## config.mk

```make
export PLATFORM = sky130hd
export DESIGN_NAME = cpu_status_alu_multiply_divide
export DESIGN_NICKNAME = d
export VERILOG_FILES = /design/src/logic/csa_pkg.sv /design/src/logic/div_if.sv /design/src/logic/div_engine.sv /design/src/logic/cpu_status_alu_multiply_divide.sv
export VERILOG_INCLUDE_DIRS = /design/src /design/src/logic
export SDC_FILE = /design/constraint.sdc
export NUM_CORES = 2
export LEC_CHECK = 0
export ABC_AREA = 1
export BUFFER_PORTS_ARGS = -buffer_cell sky130_fd_sc_hd__clkbuf_2
export CAP_MARGIN = 20
export CORE_ASPECT_RATIO = 0.6
export CORE_UTILIZATION = 55
export DETAILED_ROUTE_END_ITERATION = 6
export PLACE_DENSITY_LB_ADDON = 0.25
export SLEW_MARGIN = 10
export SYNTH_ARGS = -nofsm -noshare
export SYNTH_HDL_FRONTEND = slang
export SYNTH_HIERARCHICAL = 1
export SYNTH_SLANG_ARGS = --single-unit
```

## constraint.sdc

```tcl
create_clock -name clk -period 12 [get_ports clk]
set_clock_uncertainty 0.2 [all_clocks]
set_input_delay 1.2 -clock clk [delete_from_list [all_inputs] [get_ports clk]]
set_output_delay 1.2 -clock clk [all_outputs]
set_load 0.1 [all_outputs]
```

## src/logic/csa_map.svh

```systemverilog
`ifndef CSA_MAP_SVH
`define CSA_MAP_SVH

// Register byte offsets
`define STATUS_OFS   12'h000
`define CONTROL_OFS  12'h004

// Status word fields
`define SW_DC        8
`define SW_IPL_HI    7
`define SW_IPL_LO    5
`define SW_RA        4
`define SW_N         3
`define SW_OV        2
`define SW_Z         1
`define SW_C         0

// Control word fields
`define CW_US        12
`define CW_EDT       11
`define CW_DL_HI     10
`define CW_DL_LO     8
`define CW_ACC_A_CLAMP_ENABLE      7
`define CW_ACC_B_CLAMP_ENABLE      6
`define CW_STORE_CLAMP_ENABLE     5
`define CW_CLAMP_WIDTH_SELECT    4
`define CW_CPU_PRIORITY_MSB      3
`define CW_PSV       2
`define CW_RND       1
`define CW_IF        0

// Reset values
`define STORE_CLAMP_ENABLE_RST    1'b1
`define IPL_RST      3'h0

// Divider timing
`define DIV_STEPS    5'h10

`endif

```

## src/logic/csa_pkg.sv

```systemverilog
package csa_pkg;

	typedef enum logic [2:0] {
		ALU_ADD, ALU_SUB, ALU_AND, ALU_IOR,
		ALU_XOR, ALU_SHL, ALU_LSR, ALU_ASR
	} alu_op_t;

	typedef enum logic [2:0] {
		MUL_SS, MUL_UU, MUL_SU, MUL_US,
		MUL_SLIT, MUL_ULIT, MUL_BYTE
	} mul_mode_t;

	typedef enum logic [1:0] {
		DIV_IDLE, DIV_RUN, DIV_FIX
	} div_state_t;

endpackage

```

## src/logic/div_if.sv

```systemverilog
`timescale 1ns/100ps
interface div_if;
	logic        go;
	logic        sgn;
	logic        wide;
	logic [31:0] dividend;
	logic [15:0] divisor;
	logic        busy;
	logic        done;
	logic        err;
	logic [15:0] quot;
	logic [15:0] rem;

	modport requester (output go, sgn, wide, dividend, divisor,
		input busy, done, err, quot, rem);
	modport engine (input go, sgn, wide, dividend, divisor,
		output busy, done, err, quot, rem);
endinterface

```

## src/logic/div_engine.sv

```systemverilog
`timescale 1ns/100ps
`include "csa_map.svh"
module div_engine
	import csa_pkg::*;
(
	// Clock and reset
	input  wire logic clk,
	input  wire logic rst,
	// Divide request and answer
	div_if.engine     d
);
	div_state_t  state_r;
	logic [4:0]  cnt_r;
	logic [15:0] rem_r;
	logic [15:0] q_r;
	logic [15:0] dvs_r;
	logic        neg_q_r;
	logic        neg_r_r;
	logic        err_r;
	logic        done_r;
	logic [15:0] quot_r;
	logic [15:0] remo_r;
	logic [31:0] dd;
	logic [31:0] dd_mag;
	logic [15:0] dv_mag;
	logic [16:0] trial;
	logic        fits;

	always_comb
	begin
		dd = d.wide ? d.dividend : {{16{d.sgn & d.dividend[15]}}, d.dividend[15:0]};
		dd_mag = (d.sgn && dd[31]) ? 32'(-dd) : dd;
		dv_mag = (d.sgn && d.divisor[15]) ? 16'(-d.divisor) : d.divisor;
		trial = {rem_r, q_r[15]};
		fits = trial >= {1'b0, dvs_r};
	end

	// One step per divisor bit, same for both dividend sizes
	always_ff @(posedge clk or posedge rst)
	begin
		if (rst)
		begin
			state_r <= DIV_IDLE;
			cnt_r <= 5'h00;
			rem_r <= 16'h0000;
			q_r <= 16'h0000;
			dvs_r <= 16'h0000;
			neg_q_r <= 1'b0;
			neg_r_r <= 1'b0;
		end
		else
		begin
			case (state_r)
				DIV_IDLE:
					if (d.go)
					begin
						rem_r <= dd_mag[31:16];
						q_r <= dd_mag[15:0];
						dvs_r <= dv_mag;
						neg_q_r <= d.sgn & (dd[31] ^ d.divisor[15]);
						neg_r_r <= d.sgn & dd[31];
						cnt_r <= `DIV_STEPS;
						state_r <= DIV_RUN;
					end
				DIV_RUN:
				begin
					rem_r <= fits ? 16'(trial - {1'b0, dvs_r}) : trial[15:0];
					q_r <= {q_r[14:0], fits};
					cnt_r <= cnt_r - 5'h01;
					if (cnt_r == 5'h01)
						state_r <= DIV_FIX;
				end
				DIV_FIX:
					state_r <= DIV_IDLE;
				default:
					state_r <= DIV_IDLE;
			endcase
		end
	end

	// Sign fix-up and answer; quotient for W0, remainder for W1
	always_ff @(posedge clk or posedge rst)
	begin
		if (rst)
		begin
			done_r <= 1'b0;
			err_r <= 1'b0;
			quot_r <= 16'h0000;
			remo_r <= 16'h0000;
		end
		else
		begin
			done_r <= state_r == DIV_FIX;
			if (state_r == DIV_IDLE && d.go)
				err_r <= (dv_mag == 16'h0000) || (dd_mag[31:16] >= dv_mag);
			if (state_r == DIV_FIX)
			begin
				quot_r <= neg_q_r ? 16'(-q_r) : q_r;
				remo_r <= neg_r_r ? 16'(-rem_r) : rem_r;
			end
		end
	end

	assign d.busy = state_r != DIV_IDLE;
	assign d.done = done_r;
	assign d.err  = err_r;
	assign d.quot = quot_r;
	assign d.rem  = remo_r;
endmodule

```

## src/logic/cpu_status_alu_multiply_divide.sv

```systemverilog
`timescale 1ns/100ps
`include "csa_map.svh"
module cpu_status_alu_multiply_divide
	import csa_pkg::*;
#(
	parameter int ADDR_W = 12
)
(
	// Clock and reset
	input  wire logic              clk,
	input  wire logic              rst,
	// APB slave
	input  wire logic              psel,
	input  wire logic              penable,
	input  wire logic              pwrite,
	input  wire logic [ADDR_W-1:0] paddr,
	input  wire logic [31:0]       pwdata,
	output logic [31:0]            prdata,
	output logic                   pready,
	output logic                   pslverr,
	// ALU request from decode
	input  wire logic              alu_go,
	input  wire alu_op_t           alu_op,
	input  wire logic              alu_byte,
	input  wire logic              alu_z_keep,
	input  wire logic              alu_cin,
	input  wire logic [15:0]       alu_a,
	input  wire logic [15:0]       alu_b,
	output logic [15:0]            alu_result,
	// Multiplier request
	input  wire logic              mul_go,
	input  wire logic              mul_dsp,
	input  wire mul_mode_t         mul_mode,
	input  wire logic [15:0]       mul_a,
	input  wire logic [15:0]       mul_b,
	output logic [39:0]            mul_product,
	output logic                   mul_valid,
	// Divider request
	input  wire logic              div_go,
	input  wire logic              div_signed,
	input  wire logic              div_wide,
	input  wire logic [31:0]       div_dividend,
	input  wire logic [15:0]       div_divisor,
	output logic [15:0]            div_quot,
	output logic [15:0]            div_rem,
	output logic                   div_done,
	output logic                   div_busy,
	output logic                   div_err,
	// Sequencer status and priority
	input  wire logic              repeat_active,
	input  wire logic [2:0]        loop_nesting_depth,
	input  wire logic              nesting_disable,
	input  wire logic              prio_load,
	input  wire logic [3:0]        prio_value,
	output logic [3:0]             cpu_priority_level,
	output logic                   user_irq_disable,
	output logic [15:0]            cpu_status_word,
	output logic [15:0]            core_control_word,
	// Engine configuration
	output logic                   dsp_unsigned_select,
	output logic                   early_loop_exit,
	output logic                   acc_a_clamp_enable,
	output logic                   acc_b_clamp_enable,
	output logic                   store_clamp_enable,
	output logic                   clamp_width_select,
	output logic                   program_window_enable,
	output logic                   round_style_select,
	output logic                   int_mode_select
);
	div_if dif ();

	logic        acc_ph;
	logic        setup_ph;
	logic        hit_sw;
	logic        hit_cw;
	logic        wr_sw;
	logic        wr_cw;
	logic [15:0] rd_word;
	logic [31:0] prdata_r;

	logic        dc_r;
	logic        n_r;
	logic        ov_r;
	logic        z_r;
	logic        c_r;
	logic [2:0]  ipl_r;
	logic        cpu_priority_msb_r;
	logic        us_r;
	logic        edt_r;
	logic        acc_a_clamp_enable_r;
	logic        acc_b_clamp_enable_r;
	logic        store_clamp_enable_r;
	logic        clamp_width_select_r;
	logic        psv_r;
	logic        rnd_r;
	logic        if_r;

	logic [15:0] bb;
	logic [16:0] sum16;
	logic [8:0]  sum8;
	logic [4:0]  sum4;
	logic [15:0] rr;
	logic        co;
	logic        hc;
	logic        wrap;
	logic        arith;
	logic        shift;
	logic        msb_a;
	logic        msb_b;
	logic        msb_r;
	logic        zero;
	logic [15:0] result_r;

	logic        sa;
	logic        sb;
	logic [15:0] ma;
	logic [15:0] mb;
	logic [33:0] prod;
	logic [39:0] ext;
	logic [39:0] product_r;
	logic        valid_r;

	// Bus decode; no wait states
	always_comb
	begin
		setup_ph = psel & ~penable;
		acc_ph = psel & penable;
		hit_sw = paddr == ADDR_W'(`STATUS_OFS);
		hit_cw = paddr == ADDR_W'(`CONTROL_OFS);
		wr_sw = acc_ph & pwrite & hit_sw;
		wr_cw = acc_ph & pwrite & hit_cw;
		pready = 1'b1;
		pslverr = acc_ph & ~(hit_sw | hit_cw);
	end

	assign cpu_status_word = {7'h00, dc_r, ipl_r, repeat_active,
		n_r, ov_r, z_r, c_r};
	// Early exit is a strobe, so it reads back as zero
	assign core_control_word = {3'h0, us_r, 1'b0, loop_nesting_depth,
		acc_a_clamp_enable_r, acc_b_clamp_enable_r, store_clamp_enable_r, clamp_width_select_r, cpu_priority_msb_r, psv_r, rnd_r, if_r};
	assign rd_word = hit_sw ? cpu_status_word : hit_cw ? core_control_word : 16'h0000;

	// Read data captured in setup so it comes from a flop
	always_ff @(posedge clk or posedge rst)
	begin
		if (rst)
			prdata_r <= 32'h00000000;
		else if (setup_ph && !pwrite)
			prdata_r <= {16'h0000, rd_word};
	end
	assign prdata = prdata_r;

	// ALU datapath
	always_comb
	begin
		arith = (alu_op == ALU_ADD) || (alu_op == ALU_SUB);
		shift = (alu_op == ALU_SHL) || (alu_op == ALU_LSR) || (alu_op == ALU_ASR);
		bb = (alu_op == ALU_SUB) ? ~alu_b : alu_b;
		sum16 = {1'b0, alu_a} + {1'b0, bb} + {16'h0000, alu_cin};
		sum8 = {1'b0, alu_a[7:0]} + {1'b0, bb[7:0]} + {8'h00, alu_cin};
		sum4 = {1'b0, alu_a[3:0]} + {1'b0, bb[3:0]} + {4'h0, alu_cin};
		msb_a = alu_byte ? alu_a[7] : alu_a[15];
		msb_b = alu_byte ? bb[7] : bb[15];
		co = 1'b0;
		case (alu_op)
			ALU_ADD, ALU_SUB:
			begin
				rr = sum16[15:0];
				co = alu_byte ? sum8[8] : sum16[16];
			end
			ALU_AND: rr = alu_a & alu_b;
			ALU_IOR: rr = alu_a | alu_b;
			ALU_XOR: rr = alu_a ^ alu_b;
			ALU_SHL:
			begin
				rr = {alu_a[14:0], 1'b0};
				co = msb_a;
			end
			ALU_LSR:
			begin
				rr = alu_byte ? {8'h00, 1'b0, alu_a[7:1]} : {1'b0, alu_a[15:1]};
				co = alu_a[0];
			end
			ALU_ASR:
			begin
				rr = alu_byte ? {8'h00, alu_a[7], alu_a[7:1]} : {alu_a[15], alu_a[15:1]};
				co = alu_a[0];
			end
			default: rr = alu_a;
		endcase
		hc = alu_byte ? sum4[4] : sum8[8];
		msb_r = alu_byte ? rr[7] : rr[15];
		wrap = arith & (msb_a == msb_b) & (msb_r != msb_a);
		zero = alu_byte ? (rr[7:0] == 8'h00) : (rr == 16'h0000);
	end

	// Byte operations leave the upper byte of the operand alone
	always_ff @(posedge clk or posedge rst)
	begin
		if (rst)
			result_r <= 16'h0000;
		else if (alu_go)
			result_r <= alu_byte ? {alu_a[15:8], rr[7:0]} : rr;
	end
	assign alu_result = result_r;

	// Condition flags; an ALU update wins over a bus write in the same cycle
	always_ff @(posedge clk or posedge rst)
	begin
		if (rst)
		begin
			dc_r <= 1'b0;
			n_r <= 1'b0;
			ov_r <= 1'b0;
			z_r <= 1'b0;
			c_r <= 1'b0;
		end
		else
		begin
			if (wr_sw)
			begin
				dc_r <= pwdata[`SW_DC];
				n_r <= pwdata[`SW_N];
				ov_r <= pwdata[`SW_OV];
				z_r <= pwdata[`SW_Z];
				c_r <= pwdata[`SW_C];
			end
			if (alu_go)
			begin
				n_r <= msb_r;
				z_r <= alu_z_keep ? (z_r & zero) : zero;
				if (arith)
				begin
					dc_r <= hc;
					ov_r <= wrap;
				end
				if (arith || shift)
					c_r <= co;
			end
		end
	end

	// Priority field and its msb
	always_ff @(posedge clk or posedge rst)
	begin
		if (rst)
		begin
			ipl_r <= `IPL_RST;
			cpu_priority_msb_r <= 1'b0;
		end
		else
		begin
			if (wr_sw && !nesting_disable)
				ipl_r <= pwdata[`SW_IPL_HI:`SW_IPL_LO];
			if (wr_cw && !pwdata[`CW_CPU_PRIORITY_MSB])
				cpu_priority_msb_r <= 1'b0;
			if (prio_load)
			begin
				ipl_r <= prio_value[2:0];
				cpu_priority_msb_r <= prio_value[3];
			end
		end
	end
	assign cpu_priority_level = {cpu_priority_msb_r, ipl_r};
	assign user_irq_disable = cpu_priority_msb_r | (&ipl_r);

	// Engine configuration bits
	always_ff @(posedge clk or posedge rst)
	begin
		if (rst)
		begin
			us_r <= 1'b0;
			edt_r <= 1'b0;
			acc_a_clamp_enable_r <= 1'b0;
			acc_b_clamp_enable_r <= 1'b0;
			store_clamp_enable_r <= `STORE_CLAMP_ENABLE_RST;
			clamp_width_select_r <= 1'b0;
			psv_r <= 1'b0;
			rnd_r <= 1'b0;
			if_r <= 1'b0;
		end
		else
		begin
			edt_r <= wr_cw & pwdata[`CW_EDT];
			if (wr_cw)
			begin
				us_r <= pwdata[`CW_US];
				acc_a_clamp_enable_r <= pwdata[`CW_ACC_A_CLAMP_ENABLE];
				acc_b_clamp_enable_r <= pwdata[`CW_ACC_B_CLAMP_ENABLE];
				store_clamp_enable_r <= pwdata[`CW_STORE_CLAMP_ENABLE];
				clamp_width_select_r <= pwdata[`CW_CLAMP_WIDTH_SELECT];
				psv_r <= pwdata[`CW_PSV];
				rnd_r <= pwdata[`CW_RND];
				if_r <= pwdata[`CW_IF];
			end
		end
	end
	assign dsp_unsigned_select = us_r;
	assign early_loop_exit = edt_r;
	assign acc_a_clamp_enable = acc_a_clamp_enable_r;
	assign acc_b_clamp_enable = acc_b_clamp_enable_r;
	assign store_clamp_enable = store_clamp_enable_r;
	assign clamp_width_select = clamp_width_select_r;
	assign program_window_enable = psv_r;
	assign round_style_select = rnd_r;
	assign int_mode_select = if_r;

	// Shared 17x17 multiplier; 17th bit holds sign or zero
	always_comb
	begin
		sa = 1'b0;
		sb = 1'b0;
		ma = mul_a;
		mb = mul_b;
		if (mul_dsp)
		begin
			sa = ~us_r;
			sb = ~us_r;
		end
		else
		begin
			case (mul_mode)
				MUL_SS:
				begin
					sa = 1'b1;
					sb = 1'b1;
				end
				MUL_SU: sa = 1'b1;
				MUL_US: sb = 1'b1;
				MUL_SLIT:
				begin
					sa = 1'b1;
					mb = {11'h000, mul_b[4:0]};
				end
				MUL_ULIT: mb = {11'h000, mul_b[4:0]};
				MUL_BYTE:
				begin
					ma = {8'h00, mul_a[7:0]};
					mb = {8'h00, mul_b[7:0]};
				end
				default: sa = 1'b0;
			endcase
		end
		prod = 34'($signed({sa & ma[15], ma}) * $signed({sb & mb[15], mb}));
		ext = {{7{prod[32]}}, prod[32:0]};
		if (mul_dsp && !if_r)
			ext = {ext[38:0], 1'b0};
	end

	// Byte multiplies fill only the low 16 bits; word ones extend product bit 32 up through bit 39
	always_ff @(posedge clk or posedge rst)
	begin
		if (rst)
		begin
			product_r <= 40'h0000000000;
			valid_r <= 1'b0;
		end
		else
		begin
			valid_r <= mul_go;
			if (mul_go)
				product_r <= ext;
		end
	end
	assign mul_product = product_r;
	assign mul_valid = valid_r;

	// Iterative divider; requests while busy are dropped
	assign dif.go = div_go & ~dif.busy;
	assign dif.sgn = div_signed;
	assign dif.wide = div_wide;
	assign dif.dividend = div_dividend;
	assign dif.divisor = div_divisor;

	div_engine u_div (
		.clk (clk),
		.rst (rst),
		.d   (dif.engine)
	);

	assign div_quot = dif.quot;
	assign div_rem = dif.rem;
	assign div_done = dif.done;
	assign div_busy = dif.busy;
	assign div_err = dif.err;
endmodule

```

## Yosys cells after proc, flatten, opt, wreduce, memory -nomap -nowiden

Cells that the tools add are included.

| operators by class | value |
|---|---|
| reductions and logical operators | 37 |
| muxes and demuxes | 56 |
| add/sub/neg operators | 12 |
| magnitude comparators | 2 |
| equal/unequal tests | 20 |
| $mul | 1 |
| bitwise operators | 27 |

Operator list:

| kind | count |
|---|---|
| 2-to-1 mux 16 bit | 12 |
| one-hot mux 16 bit (7 select lines) | 1 |
| one-hot mux 16 bit (2 select lines) | 3 |
| 2-to-1 mux 32 bit | 2 |
| negator 16 bit | 3 |
| multiplier 17 x 17 -> 33 bit | 1 |
| 2-to-1 mux 33 bit | 1 |
| logical NOT 16 bit | 2 |
| negator 32 bit | 1 |
| 2-to-1 mux 1 bit | 26 |
| 2-to-1 mux 13 bit | 2 |
| == test 3 bit (second input constant) | 7 |
| adder 16 x 16 -> 17 bit | 1 |
| adder 17 x 1 -> 17 bit | 1 |
| >= comparator 17 x 16 -> 1 bit | 1 |
| bitwise AND 1 bit | 16 |
| bitwise AND 16 bit | 1 |
| >= comparator 16 bit | 1 |
| NOT 16 bit | 1 |
| OR 16 bit | 1 |
| subtractor 16 bit | 1 |
| bitwise XOR 16 bit | 1 |
| 2-to-1 mux 15 bit | 1 |
| == test 12 x 3 -> 1 bit (second input constant) | 1 |
| 34 further kinds | 67 |

| storage, ports and cells | value |
|---|---|
| input port bits | 186 |
| register bits | 176 |
| output and inout bits | 172 |

## Depth between registers and ports, before layout

| depth | value |
|---|---|
| depth after elaboration | 10 |
| gate-level depth with buffers | 33 |

## By module

The synthesis kept the hierarchy.

Modules (own cells, without submodules):

| module | instances | sequential area each (um^2) | area an instance (um^2) | cells an instance |
|---|---|---|---|---|
| cpu_status_alu_multiply_divide | 1 | 2028.2 | 17745.8 | 2358 |
| div_engine | 1 | 2277.2 | 7310.8 | 1106 |

## Worst setup path before layout

OpenSTA, ideal clock, no wires.

| timing | value |
|---|---|
| path kind | input-to-reg |
| start point | input port mul_dsp |
| end point | register product_r[29], in the netlist mul_product[29] |
| cell stages on the path | 25 |
| path buffers | 1 |
| required time | 11.732 ns |
| setup time | 0.068 ns |
| arrival time | 6.994 ns |
| slack | 4.738 ns |
| cell sequence | inv_1 nand2_1 inv_2 nand2_1 o2111ai_2 clkbuf_1 nor2_1 fa_1 fa_1 fa_1 inv_1 fa_1 inv_1 fa_1 inv_1 fa_1 inv_1 ha_1 nand2_1 nor4_1 nand2_1 a31o_2 nand3_1 nand3_1 nand2_1 |

| on the way | value |
|---|---|
| longest elaborated chain between the ends | 4 |

Ends and longest elaborated chain:

| item | line | source |
|---|---|---|
| start, declared | cpu_status_alu_multiply_divide.sv:32 | `input wire logic mul_dsp,` |
| 2-to-1 mux 1 bit or 2-to-1 mux 16 bit (tied branches) | cpu_status_alu_multiply_divide.sv:315 | `if (mul_dsp)` |
| bitwise AND 1 bit | cpu_status_alu_multiply_divide.sv:344 | `prod = 34'($signed({sa & ma[15], ma}) * $signed({sb & mb[15], mb}));` |
| multiplier 17 x 17 -> 33 bit | cpu_status_alu_multiply_divide.sv:344 |  |
| 2-to-1 mux 33 bit * | cpu_status_alu_multiply_divide.sv:346 | `if (mul_dsp && !if_r)` |
| end signal, assigned | cpu_status_alu_multiply_divide.sv:362 | `product_r <= ext;` |
| end, declared | cpu_status_alu_multiply_divide.sv:120 | `logic [39:0] product_r;` |

Mark *: on every way between the ends. The rest lies on a longest branch, timed or not.
A chain may end at the register's enable or synchronous reset.

## Worst setup path after layout

| timing | value |
|---|---|
| start point | input port mul_dsp |
| end point | register product_r[32], in the netlist mul_product[32] |

Same word-level chain as after synthesis.

==> impl_metrics.ini <==
[run_status]
status = complete, but fails checks
failed_checks = design-rule violations

[route]
first_pass_iters = 7
ant_nets = 0
dr_wl_met3_mm = 8.45
route.detailed.drc = 4
wl_mm = 73.3
top_layer_used = met4
vias = 23100
wl_met2_mm = 28.0
vias_per_cell = 5.39
drtIter0Drc = 2318
met1Wirelength_mm = 35.7
post_drt_wl_per_cell_um = 17.1

[timing]
finalHoldViolations = 0
worst_slew_pin_slew_ns = 0.981
rsz0062_at_grt = false
fin_crit_sh = 0.694
finalSetupTns_ns = 0
max_freq_mhz = 120
slew_viol_final = 0
setup-violations-final = 0
max_slew_margin = 0.345
min_period_ns = 8.32

[synthesis]
ys.flop_type = dfrtp_1
ys_seq_area_frac = 0.172
yosysWarnings = 6
yosysUniqueCellTypes = 64
synthArstFlopShare = 1.00
synthesis.instances = 3464
ys_seq_elements = 172
synth_edf_count = 0
avgSynthCellArea_um2 = 7.23
synth.cell_area_mm2 = 0.0251

[clock_tree]
cts_inserted_buffers = 17
cts_tree = yes
cts.sinks = 172
clk_path_buf_depth = 2
cts-root-buf = clkbuf_16
insertion_delay_ns = 0.46
cts_max_level = 4
postCtsHoldBufs = 0
ctsResizeCount = 0
postCtsSetupRepairBufs = 0
clkTransAtPathRegs_ns = 0.08

[setup_path]
cp.arrival_ns = 8.48
ff2ff_setup_slack_ns = 4.48
ff2ff_path_depth = 21
critPathCaptureType = flip-flop
critical_path_class = input port to flip-flop
reg2reg_to = mul_product[31]
required_ns = 12.15
cp_max_fo = 10
worstSetupStartpointType = input port
timing.rr.start = dsp_unsigned_select

[global_route]
antenna_found_initial = 5
grt_pass1_wl_mm = 118
grt-ovfl-total = 0
grt_pass1_vias = 21400
grt_use_total = 0.325
grt_max_degree = 63

[placed_design]
hpwl_mm = 61.3
gp_congestion = 0.999
numPortBuffers = 304

[floorplan]
ios = 358
start_util = 0.558
die_w_um = 278
die_h_um = 167
row_count = 60
design.die.area_mm2 = 0.0464
core_area_mm2 = 0.0449

[min_path]
hold_class = flip-flop to flip-flop
whs_endpoint = u_div/cnt_r[4]
hold_depth = 1
hold_start = u_div/cnt_r[4]

[final_layout]
drive_above_1_share = 0.111
fin_nets = 4318
area_growth_pct = 8.90

[flow_run]
drv_cap = 0
-- cells in the mapped netlist, types with 3 or more instances --
| cell | count | area share |
|---|---|---|
| o21a_1 | 6 | 0.0018 |
| buf_4 | 64 | 0.019 |
| a22oi_1 | 11 | 0.0033 |
| clkinv_1 | 16 | 0.0024 |
| o21ai_2 | 3 | 0.0010 |
| o21ai_0 | 148 | 0.030 |
| a31oi_1 | 4 | 0.0010 |
| o211ai_1 | 19 | 0.0057 |
| inv_1 | 664 | 0.099 |
| dfrtp_1 | 171 | 0.17 |
| nor2_2 | 6 | 0.0015 |
| buf_6 | 7 | 0.0031 |
| o221ai_1 | 6 | 0.0021 |
| a31o_2 | 4 | 0.0014 |
| o21bai_1 | 8 | 0.0024 |
| a21o_1 | 8 | 0.0024 |
| nand3_1 | 231 | 0.046 |
| buf_2 | 13 | 0.0026 |
| ha_1 | 168 | 0.084 |
| or2_2 | 3 | 0.00075 |
| mux2i_1 | 3 | 0.0012 |
| nand4_1 | 29 | 0.0072 |
| a221oi_1 | 10 | 0.0035 |
| xor2_1 | 55 | 0.019 |
| fa_1 | 293 | 0.23 |
| nor3_1 | 31 | 0.0062 |
| a211oi_1 | 4 | 0.0012 |
| xnor2_1 | 25 | 0.0087 |
| nor2_1 | 294 | 0.044 |
| mux2_2 | 4 | 0.0018 |
| nand3b_1 | 13 | 0.0039 |
| inv_2 | 11 | 0.0016 |
| nand2_2 | 12 | 0.0030 |
| nor4_1 | 6 | 0.0015 |
| buf_1 | 3 | 0.00045 |
| a21boi_0 | 3 | 0.00090 |
| clkbuf_1 | 70 | 0.010 |
| a21oi_1 | 122 | 0.024 |
| and2_1 | 8 | 0.0020 |
| nand2_1 | 876 | 0.13 |
-- critical path, cell delays in order --
cell	delay (ns)
clkbuf_2	0.12
inv_1	0.14
nand2_1	0.08
inv_2	0.10
nand3_1	0.22
nand2_1	0.56
clkinv_1	0.60
nand2_1	0.24
fa_1	0.40
inv_1	0.08
fa_1	0.45
fa_1	0.47
fa_1	0.50
fa_1	0.54
inv_1	0.05
fa_1	0.53
inv_1	0.04
ha_1	0.38
a21oi_1	0.38
o21ai_0	0.32
o21bai_1	0.31
a21oi_1	0.30
a21o_1	0.17
nand3_1	0.06
nand2_1	0.07
inv_1	0.05
nand2_1	0.06
nand2_1	0.04
-- sequential cells by signal, summed over array words and instances (netlist names), 2 cells and up --
name / cells
prdata: 12
alu_result: 16
u_div/d.quot: 16
u_div/cnt_r: 5
u_div/d.rem: 16
u_div/rem_r: 16
u_div/dvs_r: 16
u_div/q_r: 16
mul_product: 34
ipl_r: 3
u_div/state_r: 2
-- cell usage in the layout (no fill, tap or decap), types with 17 or more instances in the layout --
master / Yosys / final
fa_1: 293 / 293
clkbuf_2: 0 / 304
nand2_1: 876 / 876
inv_1: 664 / 662
nand3_1: 231 / 231
conb_1: 2 / 32
xnor2_1: 25 / 25
xor2_1: 55 / 55
nor3_1: 31 / 31
clkbuf_16: 0 / 17
a21oi_1: 122 / 122
ha_1: 168 / 168
nor2_1: 294 / 293
o211ai_1: 19 / 19
dfrtp_1: 171 / 171
nand4_1: 29 / 29
o21ai_0: 148 / 148
-- layer usage --
metal  up-vias  global-route usage
met5         -                   0
met4         0              0.0632
met3        66              0.0841
met2      1104               0.429
met1     10900               0.524
li1      11000                   -
-- through the flow --
stage	util	hold slack (ns)	worst slack, ns	area [um^2]	cells
after floorplan	-	0.243	4.74	25200	3494
after global placement	0.593	0.262	3.47	26600	4239
after detailed placement	0.593	0.266	3.47	26600	4239
after CTS	0.606	0.285	3.95	27200	4271
after global routing	0.608	0.304	3.26	27300	4278
final	0.608	0.276	3.68	27300	4278
-- how the worst max path moves through the flow --
| stage | start | end | slack (ns) | cells after the start |
|---|---|---|---|---|
| after floorplan | mul_dsp | mul_product[29] | 4.74 | 25 |
| after global placement | mul_dsp | mul_product[32] | 3.47 | 29 |
| after detailed placement | mul_dsp | mul_product[32] | 3.47 | 29 |
| after CTS | mul_dsp | mul_product[32] | 3.95 | 29 |
| after global routing | mul_dsp | mul_product[25] | 3.26 | 28 |
| final | mul_dsp | mul_product[32] | 3.68 | 28 |
-- cells by family (layout without fill, tap and decap cells) --
logic type,count (synthesis),in the layout,synth area share
other cells,2,37,0.000300
buf+inv,849,1039,0.140
simple gates,1522,1522,0.253
fa+ha+maj,461,461,0.318
xor+xnor,82,82,0.0293
flops,172,172,0.172
compound gates,368,368,0.0845
mux,8,8,0.00345
-- cell type report --
class	instances	area [um^2]
multi-input cells	2473	17400
fillers	4254	17600
flip-flops and latches	172	4310
clock buffers	17	425
inverters	691	2600
clock inverters	15	195
diodes	5	12.5
repair buffers	316	1650
well taps	589	737
Power is left out: the tool's default activity adds up to more than one toggle a clock period on the data nets, which glitch-free logic cannot reach.
